$ cat config.mk
export PLATFORM = sky130hd
export DESIGN_NAME = sts_sequencer
export DESIGN_NICKNAME = d
export VERILOG_FILES = /design/src/sts_sequencer.v
export VERILOG_INCLUDE_DIRS = /design/src
export SDC_FILE = /design/constraint.sdc
export NUM_CORES = 1
export LEC_CHECK = 0
export ABC_AREA = 1
export BUFFER_PORTS_ARGS = -buffer_cell sky130_fd_sc_hd__buf_2
export CORE_MARGIN = 4
export CORE_UTILIZATION = 39
export DETAILED_ROUTE_END_ITERATION = 12
export GPL_TIMING_DRIVEN = 0
export PLACE_DENSITY_LB_ADDON = 0.12
export SYNTH_ARGS = -nofsm -noshare
export SYNTH_HDL_FRONTEND = slang
export SYNTH_SLANG_ARGS = --single-unit
$ cat constraint.sdc
create_clock -name ref_clk -period 5.3 [get_ports ref_clk]
set_input_delay 0.795 -clock ref_clk [delete_from_list [all_inputs] [get_ports ref_clk]]
set_output_delay 0.795 -clock ref_clk [all_outputs]
set_load 0.05 [all_outputs]
$ cat src/sts_defines.vh
`ifndef STS_DEFINES_VH
`define STS_DEFINES_VH
// Trigger source selection (trig_src).
`define STS_TS_FREE   2'h0
`define STS_TS_EXT    2'h1
`define STS_TS_MAN    2'h2
`define STS_TS_MULTI  2'h3
// Per-sequence sources in multiple-trigger mode.
`define STS_MS_FREE   3'h0
`define STS_MS_EXT1   3'h1
`define STS_MS_EXT2   3'h2
`define STS_MS_AND    3'h3
`define STS_MS_OR     3'h4
`define STS_MS_MAN    3'h5
// Sequence setting.
`define STS_SQ_SWEEP  2'h0
`define STS_SQ_POINT  2'h1
`define STS_SQ_PART   2'h2
`define STS_SQ_SEG    2'h3
// Signal type; bit 1 set means level qualified.
`define STS_SL_RISE   2'h0
`define STS_SL_FALL   2'h1
`define STS_SL_HIGH   2'h2
`define STS_SL_LOW    2'h3
`define STS_SL_LVL    1
// Sweep stages.
`define STS_STG_IDLE  2'h0
`define STS_STG_PREP  2'h1
`define STS_STG_SWEEP 2'h2
`define STS_STG_CALC  2'h3
// Sizes and reset values.
`define STS_NCH       4
`define STS_CW        2
`define STS_CNT_RST   8'h01
`define STS_CH_LAST   2'h3
`endif

$ cat src/sts_sequencer.v
`timescale 1ns/100ps
`default_nettype none
`include "sts_defines.vh"
module sts_sequencer (
	// Clock and reset.
	input  wire        ref_clk,
	input  wire        rst_n,
	// Trigger configuration.
	input  wire [1:0]  trig_src,
	input  wire [1:0]  seq_mode,
	input  wire [1:0]  sig_type,
	input  wire [15:0] delay_cyc,
	input  wire        manual_trig,
	// Multiple-trigger table: sweep start and point entries.
	input  wire [2:0]  msrc_sweep,
	input  wire [2:0]  msrc_point,
	input  wire [1:0]  mslope1,
	input  wire [1:0]  mslope2,
	input  wire [15:0] mdelay_sweep,
	input  wire [15:0] mdelay_point,
	// External trigger pins.
	input  wire        ext1_in,
	input  wire        ext2_in,
	// Sweep geometry.
	input  wire [7:0]  num_points,
	input  wire [3:0]  num_parts,
	input  wire        segmented,
	input  wire [7:0]  seg_points,
	// Channel control.
	input  wire [1:0]  chan_sel,
	input  wire        set_single,
	input  wire        set_cont,
	input  wire        count_wr,
	input  wire [7:0]  count_val,
	input  wire        all_cont,
	input  wire        all_hold,
	input  wire [1:0]  active_ch,
	input  wire        scope_all,
	input  wire        restart,
	// Measurement engine handshake.
	output reg         meas_start,
	output reg         meas_abort,
	input  wire        meas_done,
	// Status.
	output reg         trig_skipped,
	output reg  [1:0]  stage,
	output reg  [1:0]  cur_ch,
	output wire        show_index,
	output wire [7:0]  sweep_index,
	output wire [7:0]  sweep_total,
	output wire [3:0]  single_mask
);
	localparam [2:0] ST_IDLE = 3'h0, ST_PREP = 3'h1, ST_WAIT = 3'h2, ST_DLY = 3'h3;
	localparam [2:0] ST_MEAS = 3'h4, ST_BUSY = 3'h5, ST_CALC = 3'h6;

	reg         rs1_reg, rs2_reg;
	wire        srst_n = rs2_reg;
	reg  [2:0]  state_reg;
	reg         at_start_reg, seen1_reg, seen2_reg;
	reg  [15:0] dly_reg;
	reg  [3:0]  part_reg;
	reg  [7:0]  pt_reg, segpt_reg, done_reg;
	reg  [3:0]  pend_reg;
	wire [1:0]  lvl, rise, fall;
	wire [31:0] cnt_flat;
	wire [1:0]  in_pins = {ext2_in, ext1_in};

	// Reset is released through two flops so every flop leaves reset on the same edge.
	always @(posedge ref_clk or negedge rst_n) begin
		if (!rst_n) begin
			rs1_reg <= 1'b0;
			rs2_reg <= 1'b0;
		end else begin
			rs1_reg <= 1'b1;
			rs2_reg <= rs1_reg;
		end
	end

	// Pin synchronisers; the filtered level only moves when stages two and three agree.
	genvar g;
	generate
		for (g = 0; g < 2; g = g + 1) begin : g_pin
			reg s1_reg, s2_reg, s3_reg, st_reg, sd_reg;
			always @(posedge ref_clk or negedge srst_n) begin
				if (!srst_n) begin
					s1_reg <= 1'b0;
					s2_reg <= 1'b0;
					s3_reg <= 1'b0;
					st_reg <= 1'b0;
					sd_reg <= 1'b0;
				end else begin
					s1_reg <= in_pins[g];
					s2_reg <= s1_reg;
					s3_reg <= s2_reg;
					if (s2_reg == s3_reg) begin
						st_reg <= s3_reg;
					end
					sd_reg <= st_reg;
				end
			end
			assign lvl[g]  = st_reg;
			assign rise[g] = st_reg & ~sd_reg;
			assign fall[g] = ~st_reg & sd_reg;
		end
		// Per-channel mode bit and sweep count.
		for (g = 0; g < `STS_NCH; g = g + 1) begin : g_ch
			reg       single_reg;
			reg [7:0] count_reg;
			wire      hit = ({30'h0, chan_sel} == g); // Both sides are 32 bits wide, so nothing is cut.
			always @(posedge ref_clk or negedge srst_n) begin
				if (!srst_n) begin
					single_reg <= 1'b0;
					count_reg  <= `STS_CNT_RST;
				end else begin
					if (all_cont) begin
						single_reg <= 1'b0;
					end else if (all_hold) begin
						single_reg <= 1'b1;
					end else if (hit && set_single) begin
						single_reg <= 1'b1;
					end else if (hit && set_cont) begin
						single_reg <= 1'b0;
					end
					if (hit && count_wr && single_reg) begin
						count_reg <= count_val;
					end
				end
			end
			assign single_mask[g] = single_reg;
			assign cnt_flat[g*8 +: 8] = count_reg;
		end
	endgenerate

	// Effective trigger source, slopes and delay for the sequence now awaited.
	reg  [2:0]  src;
	reg  [1:0]  sl1, sl2;
	reg  [15:0] dly_sel;
	always @* begin
		sl1 = sig_type;
		sl2 = sig_type;
		dly_sel = delay_cyc;
		case (trig_src)
			`STS_TS_FREE: begin
				src = `STS_MS_FREE;
				dly_sel = 16'h0000;
			end
			`STS_TS_EXT:  src = `STS_MS_EXT1;
			`STS_TS_MAN:  src = `STS_MS_MAN;
			default: begin
				sl1 = mslope1;
				sl2 = mslope2;
				src = at_start_reg ? msrc_sweep : msrc_point;
				dly_sel = at_start_reg ? mdelay_sweep : mdelay_point;
			end
		endcase
	end

	// Qualify each input with its own slope, then combine.
	wire hit1 = sl1[`STS_SL_LVL] ? (lvl[0] ~^ (sl1 == `STS_SL_HIGH)) :
		((sl1 == `STS_SL_RISE) ? rise[0] : fall[0]);
	wire hit2 = sl2[`STS_SL_LVL] ? (lvl[1] ~^ (sl2 == `STS_SL_HIGH)) :
		((sl2 == `STS_SL_RISE) ? rise[1] : fall[1]);
	wire man_ok = manual_trig && (src == `STS_MS_MAN);
	wire lvl_mode = (src == `STS_MS_EXT2) ? sl2[`STS_SL_LVL] :
		((src != `STS_MS_FREE) && (src != `STS_MS_MAN) && sl1[`STS_SL_LVL]);
	reg fire;
	always @* begin
		case (src)
			`STS_MS_FREE: fire = 1'b1;
			`STS_MS_EXT1: fire = hit1;
			`STS_MS_EXT2: fire = hit2;
			`STS_MS_AND:  fire = (seen1_reg | hit1) & (seen2_reg | hit2);
			`STS_MS_OR:   fire = hit1 | hit2;
			`STS_MS_MAN:  fire = man_ok;
			default:      fire = 1'b0;
		endcase
	end
	// Edge events for the skip notice: those used by the current source, plus input-one edges under the manual source.
	wire ev = man_ok | (~lvl_mode & (((src != `STS_MS_EXT2) && (src != `STS_MS_FREE) && hit1) |
		((src >= `STS_MS_EXT2) && (src <= `STS_MS_OR) && hit2)));

	// Progress boundaries after a partial measurement completes.
	wire part_last  = (part_reg + 4'h1 >= num_parts);
	wire pt_last    = (pt_reg + 8'h01 >= num_points);
	wire seg_last   = (segpt_reg + 8'h01 >= seg_points);
	wire sweep_last = part_last & pt_last;
	reg  unit_end;
	always @* begin
		if (lvl_mode) begin
			unit_end = 1'b1;
		end else if (trig_src == `STS_TS_MULTI) begin
			unit_end = part_last;
		end else begin
			case (seq_mode)
				`STS_SQ_POINT: unit_end = part_last;
				`STS_SQ_PART:  unit_end = 1'b1;
				`STS_SQ_SEG:   unit_end = segmented & part_last & seg_last;
				default:       unit_end = 1'b0;
			endcase
		end
	end

	// Channel scheduling.
	wire [7:0] cur_cnt   = cnt_flat[cur_ch*8 +: 8];
	wire       cur_single = single_mask[cur_ch];
	wire       cnt_done  = (done_reg + 8'h01 >= cur_cnt);
	reg  [1:0] pend_ch, cont_ch;
	reg        cont_any;
	integer    i;
	always @* begin
		pend_ch  = 2'h0;
		cont_ch  = cur_ch;
		cont_any = 1'b0;
		for (i = `STS_NCH - 1; i >= 0; i = i - 1) begin
			if (pend_reg[i]) begin
				pend_ch = i[1:0];
			end
		end
		for (i = `STS_NCH; i >= 1; i = i - 1) begin
			if (!single_mask[cur_ch + i[1:0]]) begin
				cont_ch  = cur_ch + i[1:0];
				cont_any = 1'b1;
			end
		end
	end

	// Sequencer.
	always @(posedge ref_clk or negedge srst_n) begin
		if (!srst_n) begin
			state_reg    <= ST_IDLE;
			at_start_reg <= 1'b1;
			seen1_reg    <= 1'b0;
			seen2_reg    <= 1'b0;
			dly_reg      <= 16'h0000;
			part_reg     <= 4'h0;
			pt_reg       <= 8'h00;
			segpt_reg    <= 8'h00;
			done_reg     <= 8'h00;
			pend_reg     <= 4'h0;
			cur_ch       <= 2'h0;
			meas_start   <= 1'b0;
			meas_abort   <= 1'b0;
			trig_skipped <= 1'b0;
			stage        <= `STS_STG_IDLE;
		end else begin
			meas_start   <= 1'b0;
			meas_abort   <= 1'b0;
			trig_skipped <= 1'b0;
			if (restart) begin
				state_reg  <= ST_IDLE;
				meas_abort <= 1'b1;
				stage      <= `STS_STG_IDLE;
				part_reg   <= 4'h0;
				pt_reg     <= 8'h00;
				segpt_reg  <= 8'h00;
				done_reg   <= 8'h00;
				seen1_reg  <= 1'b0;
				seen2_reg  <= 1'b0;
				cur_ch     <= active_ch - 2'h1; // Continuous scan starts at the active channel.
				if (scope_all) begin
					pend_reg <= single_mask;
				end else if (single_mask[active_ch]) begin
					pend_reg <= 4'h1 << active_ch;
				end else begin
					pend_reg <= 4'h0;
				end
			end else begin
				if (all_hold) begin
					pend_reg <= 4'h0;
				end
				case (state_reg)
					ST_IDLE: begin
						stage        <= `STS_STG_IDLE;
						at_start_reg <= 1'b1;
						if (pend_reg != 4'h0 && !all_hold) begin
							cur_ch    <= pend_ch;
							state_reg <= ST_PREP;
						end else if (cont_any) begin
							cur_ch    <= cont_ch;
							state_reg <= ST_PREP;
						end
					end
					ST_PREP: begin
						stage     <= `STS_STG_PREP;
						state_reg <= ST_WAIT;
					end
					ST_WAIT: begin
						stage <= `STS_STG_SWEEP;
						seen1_reg <= seen1_reg | hit1;
						seen2_reg <= seen2_reg | hit2;
						if (fire) begin
							seen1_reg <= 1'b0;
							seen2_reg <= 1'b0;
							dly_reg   <= dly_sel;
							state_reg <= ST_DLY;
						end
					end
					ST_DLY: begin
						if (ev) begin
							trig_skipped <= 1'b1;
						end
						if (dly_reg == 16'h0000) begin
							state_reg <= ST_MEAS;
						end else begin
							dly_reg <= dly_reg - 16'h0001;
						end
					end
					ST_MEAS: begin
						at_start_reg <= 1'b0;
						meas_start   <= 1'b1;
						state_reg    <= ST_BUSY;
						if (ev) begin
							trig_skipped <= 1'b1;
						end
					end
					ST_BUSY: begin
						if (ev) begin
							trig_skipped <= 1'b1;
						end
						if (meas_done) begin
							part_reg <= part_last ? 4'h0 : part_reg + 4'h1;
							if (part_last) begin
								pt_reg    <= pt_reg + 8'h01;
								segpt_reg <= seg_last ? 8'h00 : segpt_reg + 8'h01;
							end
							if (sweep_last) begin
								state_reg <= ST_CALC;
							end else if (unit_end) begin
								state_reg <= ST_WAIT;
							end else begin
								state_reg <= ST_MEAS;
							end
						end
					end
					ST_CALC: begin
						stage     <= `STS_STG_CALC;
						pt_reg    <= 8'h00;
						segpt_reg <= 8'h00;
						state_reg <= ST_IDLE;
						if (cur_single) begin
							done_reg <= cnt_done ? 8'h00 : done_reg + 8'h01;
							if (cnt_done) begin
								pend_reg[cur_ch] <= 1'b0;
							end else begin
								pend_reg[cur_ch] <= 1'b1;
							end
						end
					end
					default: state_reg <= ST_IDLE;
				endcase
			end
		end
	end

	// Progress readout in single mode with more than one sweep.
	assign sweep_total = cur_cnt;
	assign sweep_index = done_reg + 8'h01;
	assign show_index  = cur_single && (cur_cnt > `STS_CNT_RST) && (stage == `STS_STG_SWEEP);
endmodule // sts_sequencer
`default_nettype wire

==> results of run 1 <==
## final timing paths
path,startpoint,slack (ns),depth (start not counted),end
worst max register to register,cur_ch[0],1.90,15,pend_reg[1]
worst min register to register,g_pin[1].s1_reg,0.35,0,g_pin[1].s2_reg
max in group asynchronous,rs2_reg,4.09,1,at_start_reg
worst max-delay path,cur_ch[0],1.67,8,show_index
min in group ref_clk,g_pin[1].s1_reg,0.35,0,g_pin[1].s2_reg
worst min-delay path,rst_n,0.22,1,rs1_reg
## where the power goes
part | total, mW | internal (mW) | switching (mW)
Sequential | 1.14 | 0.986 | 0.153
Clock | 0.659 | 0.328 | 0.331
Combinational | 1.42 | 0.454 | 0.963
Total | 3.22 | 1.77 | 1.45
## per-layer routing
metal,GRT usage,vias up,part of all wire
met5,0,-,0
met4,0.0475,0,0.012
met3,0.0280,17,0.041
met2,0.314,145,0.46
met1,0.268,3184,0.49
li1,-,3647,-
## Yosys cell counts, types with 3 or more instances
library cell | number | area [um^2]
a32o_1 | 3 | 30.0
buf_1 | 3 | 11.3
a211oi_1 | 4 | 30.0
o22ai_1 | 8 | 50.1
a31oi_1 | 7 | 43.8
dfstp_2 | 5 | 131
nor2_2 | 8 | 50.1
buf_2 | 5 | 25.0
clkbuf_1 | 16 | 60.1
nor3_1 | 9 | 45.0
a21oi_1 | 46 | 230
nand2_2 | 14 | 87.6
inv_2 | 7 | 26.3
nand4_1 | 8 | 50.1
xor2_1 | 23 | 201
nand2_1 | 264 | 991
o21ai_0 | 110 | 551
nand3_1 | 75 | 375
nor2_1 | 92 | 345
inv_1 | 137 | 514
a21oi_2 | 3 | 26.3
buf_4 | 6 | 45.0
dfrtp_1 | 104 | 2600
ha_1 | 43 | 538
## area by class of cell
cell class                      instances  area (um^2)
Buffer                                 33          184
Clock buffer                           10          229
Clock inverter                          6         53.8
Fill cell                            2020         9960
Inverter                              144          541
Multi-Input combinational cell        751         3930
Sequential cell                       109         2740
Tap cell                              234          293
Timing Repair Buffer                  138          713
## logic make-up after synthesis
group,synth area share
XOR/XNOR,0.0296
AND/OR/NAND/NOR,0.278
other,0.000507
adder cells (fa/ha/maj),0.0755
buffers and inverters,0.0980
flip-flops,0.370
AO/OA/AOI/OAI,0.148
## cell usage in the layout, fill, tap and decap left out, drive strengths merged, types with 2 or more instances in the layout
master and n:
o31ai 2, nor2 101, nand3 76, a211oi 4, a32oi 2, inv 147
xor2 23, nand2 279, xnor2 2, nand4 9, clkinv 2, o22ai 8
nor3 11, o21a 2, maj3 2, a32o 3, o21ai 112, a21boi 2
a21oi 49, dfrtp 104, dfstp 5, a31oi 7, ha 43, buf 155
o32ai 2, clkbuf 26, nor4 2
## through the flow
stage	hold slack (ns)	utilization	area, um^2	total power [mW]	setup slack, ns
after CTS	0.202	0.466	8680	3.25	1.62
after global placement	0.333	0.449	8370	2.57	0.568
after floorplan	0.331	-	7390	2.19	1.17
after global routing	0.207	0.466	8680	3.50	1.44
after detailed placement	0.335	0.451	8400	2.58	1.88
final	0.217	0.466	8680	3.22	1.67
## worst register-to-register path: stages, from the launching register on
cell and delay (ns):
dfrtp_1 0.50, buf_2 0.24, inv_1 0.16, clkbuf_1 0.46, nand2_1 0.10, a32oi_1 0.35, inv_1 0.13, ha_1 0.31
nand2_1 0.08, nor2_1 0.06, nand4_1 0.06, o2111ai_1 0.11, inv_1 0.12, clkbuf_1 0.36, o21ai_0 0.15, o21ai_0 0.15
==> out/results.txt, run 1 <==
status: complete, no violations
synth warn: 0
Yosys reg bits: 109
Pleak: 4.61 nW
vias post-DR: 6993
Hold WC Path Type: input port to asynchronous set/reset pin
IO Count: 138
maximum clock frequency: 275 MHz
final worst-path cycle share: 0.685
Row Count: 50
CTS Buf Count: 9
worst vdd rail ir drop: 0.261 mV
WP data arrival: 2.84 ns
initial core utilization: 0.396
WL/cell: 14.1 um
Final Setup Violations: 0
Crit Path Class: flop to output pin
Vias/cell: 4.91
share of cells above drive strength 1: 0.179
slew of the pin with the lowest slew margin: 0.831 ns
Final ANT Viol Nets: 0
Cell variety after synth: 51
CP top delay family: buffers and inverters
grt ovf: 0
number of max-cap violations: 0
CTS Sinks: 109
unrepaired setup endpoints after global routing: no
initial antenna violation count: 0
minimum clock period: 3.63 ns
first-pass GRT wire length: 34.2 mm
Final Max Slew Viols: 0
H-tree depth: 3
syn nets: 1190
worst-skew pair later-pin latency: 0.36 ns
slowest stage cell, crit path: dfrtp_1
final cell count without fillers: 1425
TNS Setup: 0 ns
Avg Inst Size Synth: 7.13 um^2
Post-synth EDFFs: 0
Final Hold Violating Endpoints: 0
Worst Clk Skew: 0.0112 ns
GR Util All Layers: 0.192
Critical Path Start Type: flop
hold buffers post-CTS: 0
max incr delay on CP: 0.50 ns
area of the die: 21200 um^2
ys flop type: dfrtp_1
Die Y: 146 um
largest net degree at the start of global routing: 60
Largest register FFs: 32
CTS resizes: 0
CTS tree: done
Placer Congestion: 0.887
FFs w/ async S/R, synth: 1.00
ant diodes: 0
Placed Cells: 1409
CP cell instances: buf_2 > inv_1 > clkbuf_1 > nand2_1 > a32oi_1 > inv_1 > a41oi_1 > buf_2
Detailed Routing Iterations Pass 1: 5
Setup crit end kind: output pin
Layout area overhead: 17.5%
root buffer cell: clkbuf_16
Core Region: 18600 um^2
Post-CTS Setup Bufs: 0
pwr dens: 370 nW/um^2
Die X: 146 um
DR iter-0 viols: 382
Final HPWL DP: 15.5 mm
cell count after synthesis: 1037
drt total wl: 20.1 mm
Longest Clk Path Bufs: 2
Max Fanout on Critical Path: 11
Buf+Inv Stages, Crit Path: 5
cell area after synthesis: 7390 um^2
drc violations: 0
number of global-route vias before repair: 6892
port bufs: 137
Reg clk slew, reported paths: 0.07 ns
layout net count: 1339
Worst Path Required: 4.51 ns
post-synthesis sequential area ratio: 0.370
Max-slew headroom: 0.446
Power figures use the tool's default switching activity.
==> inputs of run 2 (changes only) <==
- clock period: 5.3 -> 3.28 ns (I/O delays scaled with it)
==> out/results.txt, run 2 (synthesis results as in run 1) <==
Largest register FFs: 32 (unchanged)
Pleak: 4.62 nW (was 4.61 nW)
layout net count: 1337 (was 1339)
reg2reg setup slack: 0.44 ns (was 1.90 ns)
Placed Area: 8430 um^2 (was 8400 um^2)
Clock Power Share: 0.206 (was 0.205)
share of cells above drive strength 1: 0.185 (was 0.179)
sequential cell area: 2740 um^2 (about the same)
WL/cell: 13.9 um (was 14.1 um)
Final HPWL DP: 15.2 mm (was 15.5 mm)
Flop pwr share: 0.352 (was 0.354)
total power: 5.24 mW (was 3.22 mW)
Final ANT Viol Nets: 0 (unchanged)
Detailed Routing Iterations Pass 1: 5 (unchanged)
Critical Path Start Type: flop (unchanged)
Switching Power: 2.36 mW (was 1.45 mW)
Max Fanout on Critical Path: 15 (was 11)
vias post-DR: 6990 (was 6993)
fillers: 1967 (was 2020)
number of max-cap violations: 0 (unchanged)
root buffer cell: clkbuf_16 (unchanged)
Buf+Inv Stages, Crit Path: 4 (was 5)
initial antenna violation count: 0 (unchanged)
drt total wl: 19.7 mm (was 20.1 mm)
slew of the pin with the lowest slew margin: 0.774 ns (was 0.831 ns)
unrepaired setup endpoints after global routing: no (unchanged)
fin area: 8730 um^2 (was 8680 um^2)
worst-skew pair later-pin latency: 0.36 ns (about the same)
Core Region: 18600 um^2 (unchanged)
R2R depth: 13 (was 15)
pwr dens: 600 nW/um^2 (was 370 nW/um^2)
CTS tree: done (unchanged)
Placer Congestion: 0.841 (was 0.887)
grt ovf: 0 (unchanged)
Hold WC Path Type: input port to flop (was input port to asynchronous set/reset pin)
number of global-route vias before repair: 6555 (was 6892)
worst vdd rail ir drop: 0.355 mV (was 0.261 mV)
largest net degree at the start of global routing: 57 (was 60)
Die Y: 146 um (unchanged)
switch share: 0.450 (about the same)
drc violations: 0 (unchanged)
power share of the combinational group: 0.443 (was 0.441)
IO Count: 138 (unchanged)
Final Hold Violating Endpoints: 0 (unchanged)
Max-slew headroom: 0.484 (was 0.446)
DR iter-0 viols: 278 (was 382)
Layout area overhead: 18.1% (was 17.5%)
Worst path depth: 9 (was 8)
Vias/cell: 4.91 (about the same)
Final Max Slew Viols: 0 (unchanged)
Post-CTS Setup Bufs: 0 (unchanged)
minimum clock period: 3.06 ns
commonest cells after routing, fill and taps aside: nand2_1, buf_2, inv_1 (unchanged)
WHS Path Cells: 1
Final Setup Violations: 0 (unchanged)
Worst Clk Skew: 0.00736 ns (was 0.0112 ns)
max incr delay on CP: 0.48 ns (was 0.50 ns)
ant diodes: 0 (unchanged)
commonest non-fill, non-tap cell in the layout: nand2_1 (unchanged)
slowest stage cell, crit path: dfrtp_2 (was dfrtp_1)
WP data arrival: 2.57 ns (was 2.84 ns)
final worst-path cycle share: 0.934
CTS Buf Count: 9 (unchanged)
GR Util All Layers: 0.185 (was 0.192)
H-tree depth: 3 (unchanged)
Row Count: 50 (unchanged)
initial core utilization: 0.396 (unchanged)
first-pass GRT wire length: 32.7 mm (was 34.2 mm)
area of the multi-input gates: 3970 um^2 (was 3930 um^2)
Reg clk slew, reported paths: 0.08 ns (was 0.07 ns)
Crit Path Class: flop to output pin (unchanged)
CTS Sinks: 109 (unchanged)
status: complete, no violations (unchanged)
area of the die: 21200 um^2 (unchanged)
Setup crit end kind: output pin (unchanged)
Internal: 2.88 mW (was 1.77 mW)
port bufs: 137 (unchanged)
CP cell instances: buf_2 > clkinvlp_4 > nand2_1 > nand3_1 > nand2_1 > inv_1 > nor4_1 > a41oi_2 > buf_2 (was buf_2 > inv_1 > clkbuf_1 > nand2_1 > a32oi_1 > inv_1 > a41oi_1 > buf_2)
maximum clock frequency: 326 MHz
Longest Clk Path Bufs: 2 (unchanged)
CP top delay family: buffers and inverters (unchanged)
Die X: 146 um (unchanged)
Worst Path Required: 2.79 ns (was 4.51 ns)
[run 2: cell count changes in the layout (fill, tap and decap cells not counted), sizes merged]
cell / delta
buf: -2
clkbuf: -1
clkinvlp: +1
dlygate4sd3: +1
inv: -1
[run 2: final cells by class]
class	count	area share
clock inverter	6	0.00645
buffer	30	0.0204
clock buffer	10	0.0262
tap	234	0.0335
sequential	109	0.314
multi-input combinational	751	0.454
inverter	144	0.0624
timing repair buffer	139	0.0829
[run 2: per-layer routing]
layer,global-route usage,routed length [um],up-vias
li1,-,-,3650
met1,0.257,9690,3176
met2,0.297,8900,153
met3,0.0364,919,11
met4,0.0456,218,0
met5,0,0,-
[run 2: what timing repair did]
action	4_1_cts	5_1_grt
setup endpoints to repair	11	11
gates resized for setup	1	4
hold endpoints to repair	2	0
hold buffers	1	0
[run 2: power groups by stage]
stage	Combinational (mW)	Clock [mW]	Sequential, mW
after floorplan	1.70	0	1.87
after global placement	2.30	0	1.88
after detailed placement	2.33	0	1.86
after CTS	2.34	1.11	1.84
after global routing	2.62	1.16	1.88
final	2.32	1.08	1.84
[run 2: through the flow]
stage / cells / hold slack [ns] / TNS (ns) / worst slack, ns / util
global placement: 1408 / 0.279 / -152.08 / -1.48 / 0.451
CTS: 1425 / 0.220 / 0 / 0.0397 / 0.468
global route: 1423 / 0.219 / 0 / 0.0322 / 0.468
detailed placement: 1409 / 0.280 / -0.553 / -0.136 / 0.452
floorplan: 1037 / 0.196 / 0 / 0.0274 / -
finish: 1423 / 0.236 / 0 / 0.216 / 0.468
[run 2: path summary, 6_finish.rpt]
path	end	start
max	show_index	cur_ch[0]
min	g_pin[0].s1_reg	ext1_in
max reg2reg	pend_reg[0]	cur_ch[0]
min reg2reg	g_pin[0].s2_reg	g_pin[0].s1_reg
max in group asynchronous	at_start_reg	rs2_reg
min in group asynchronous	g_ch[0].single_reg	rs2_reg
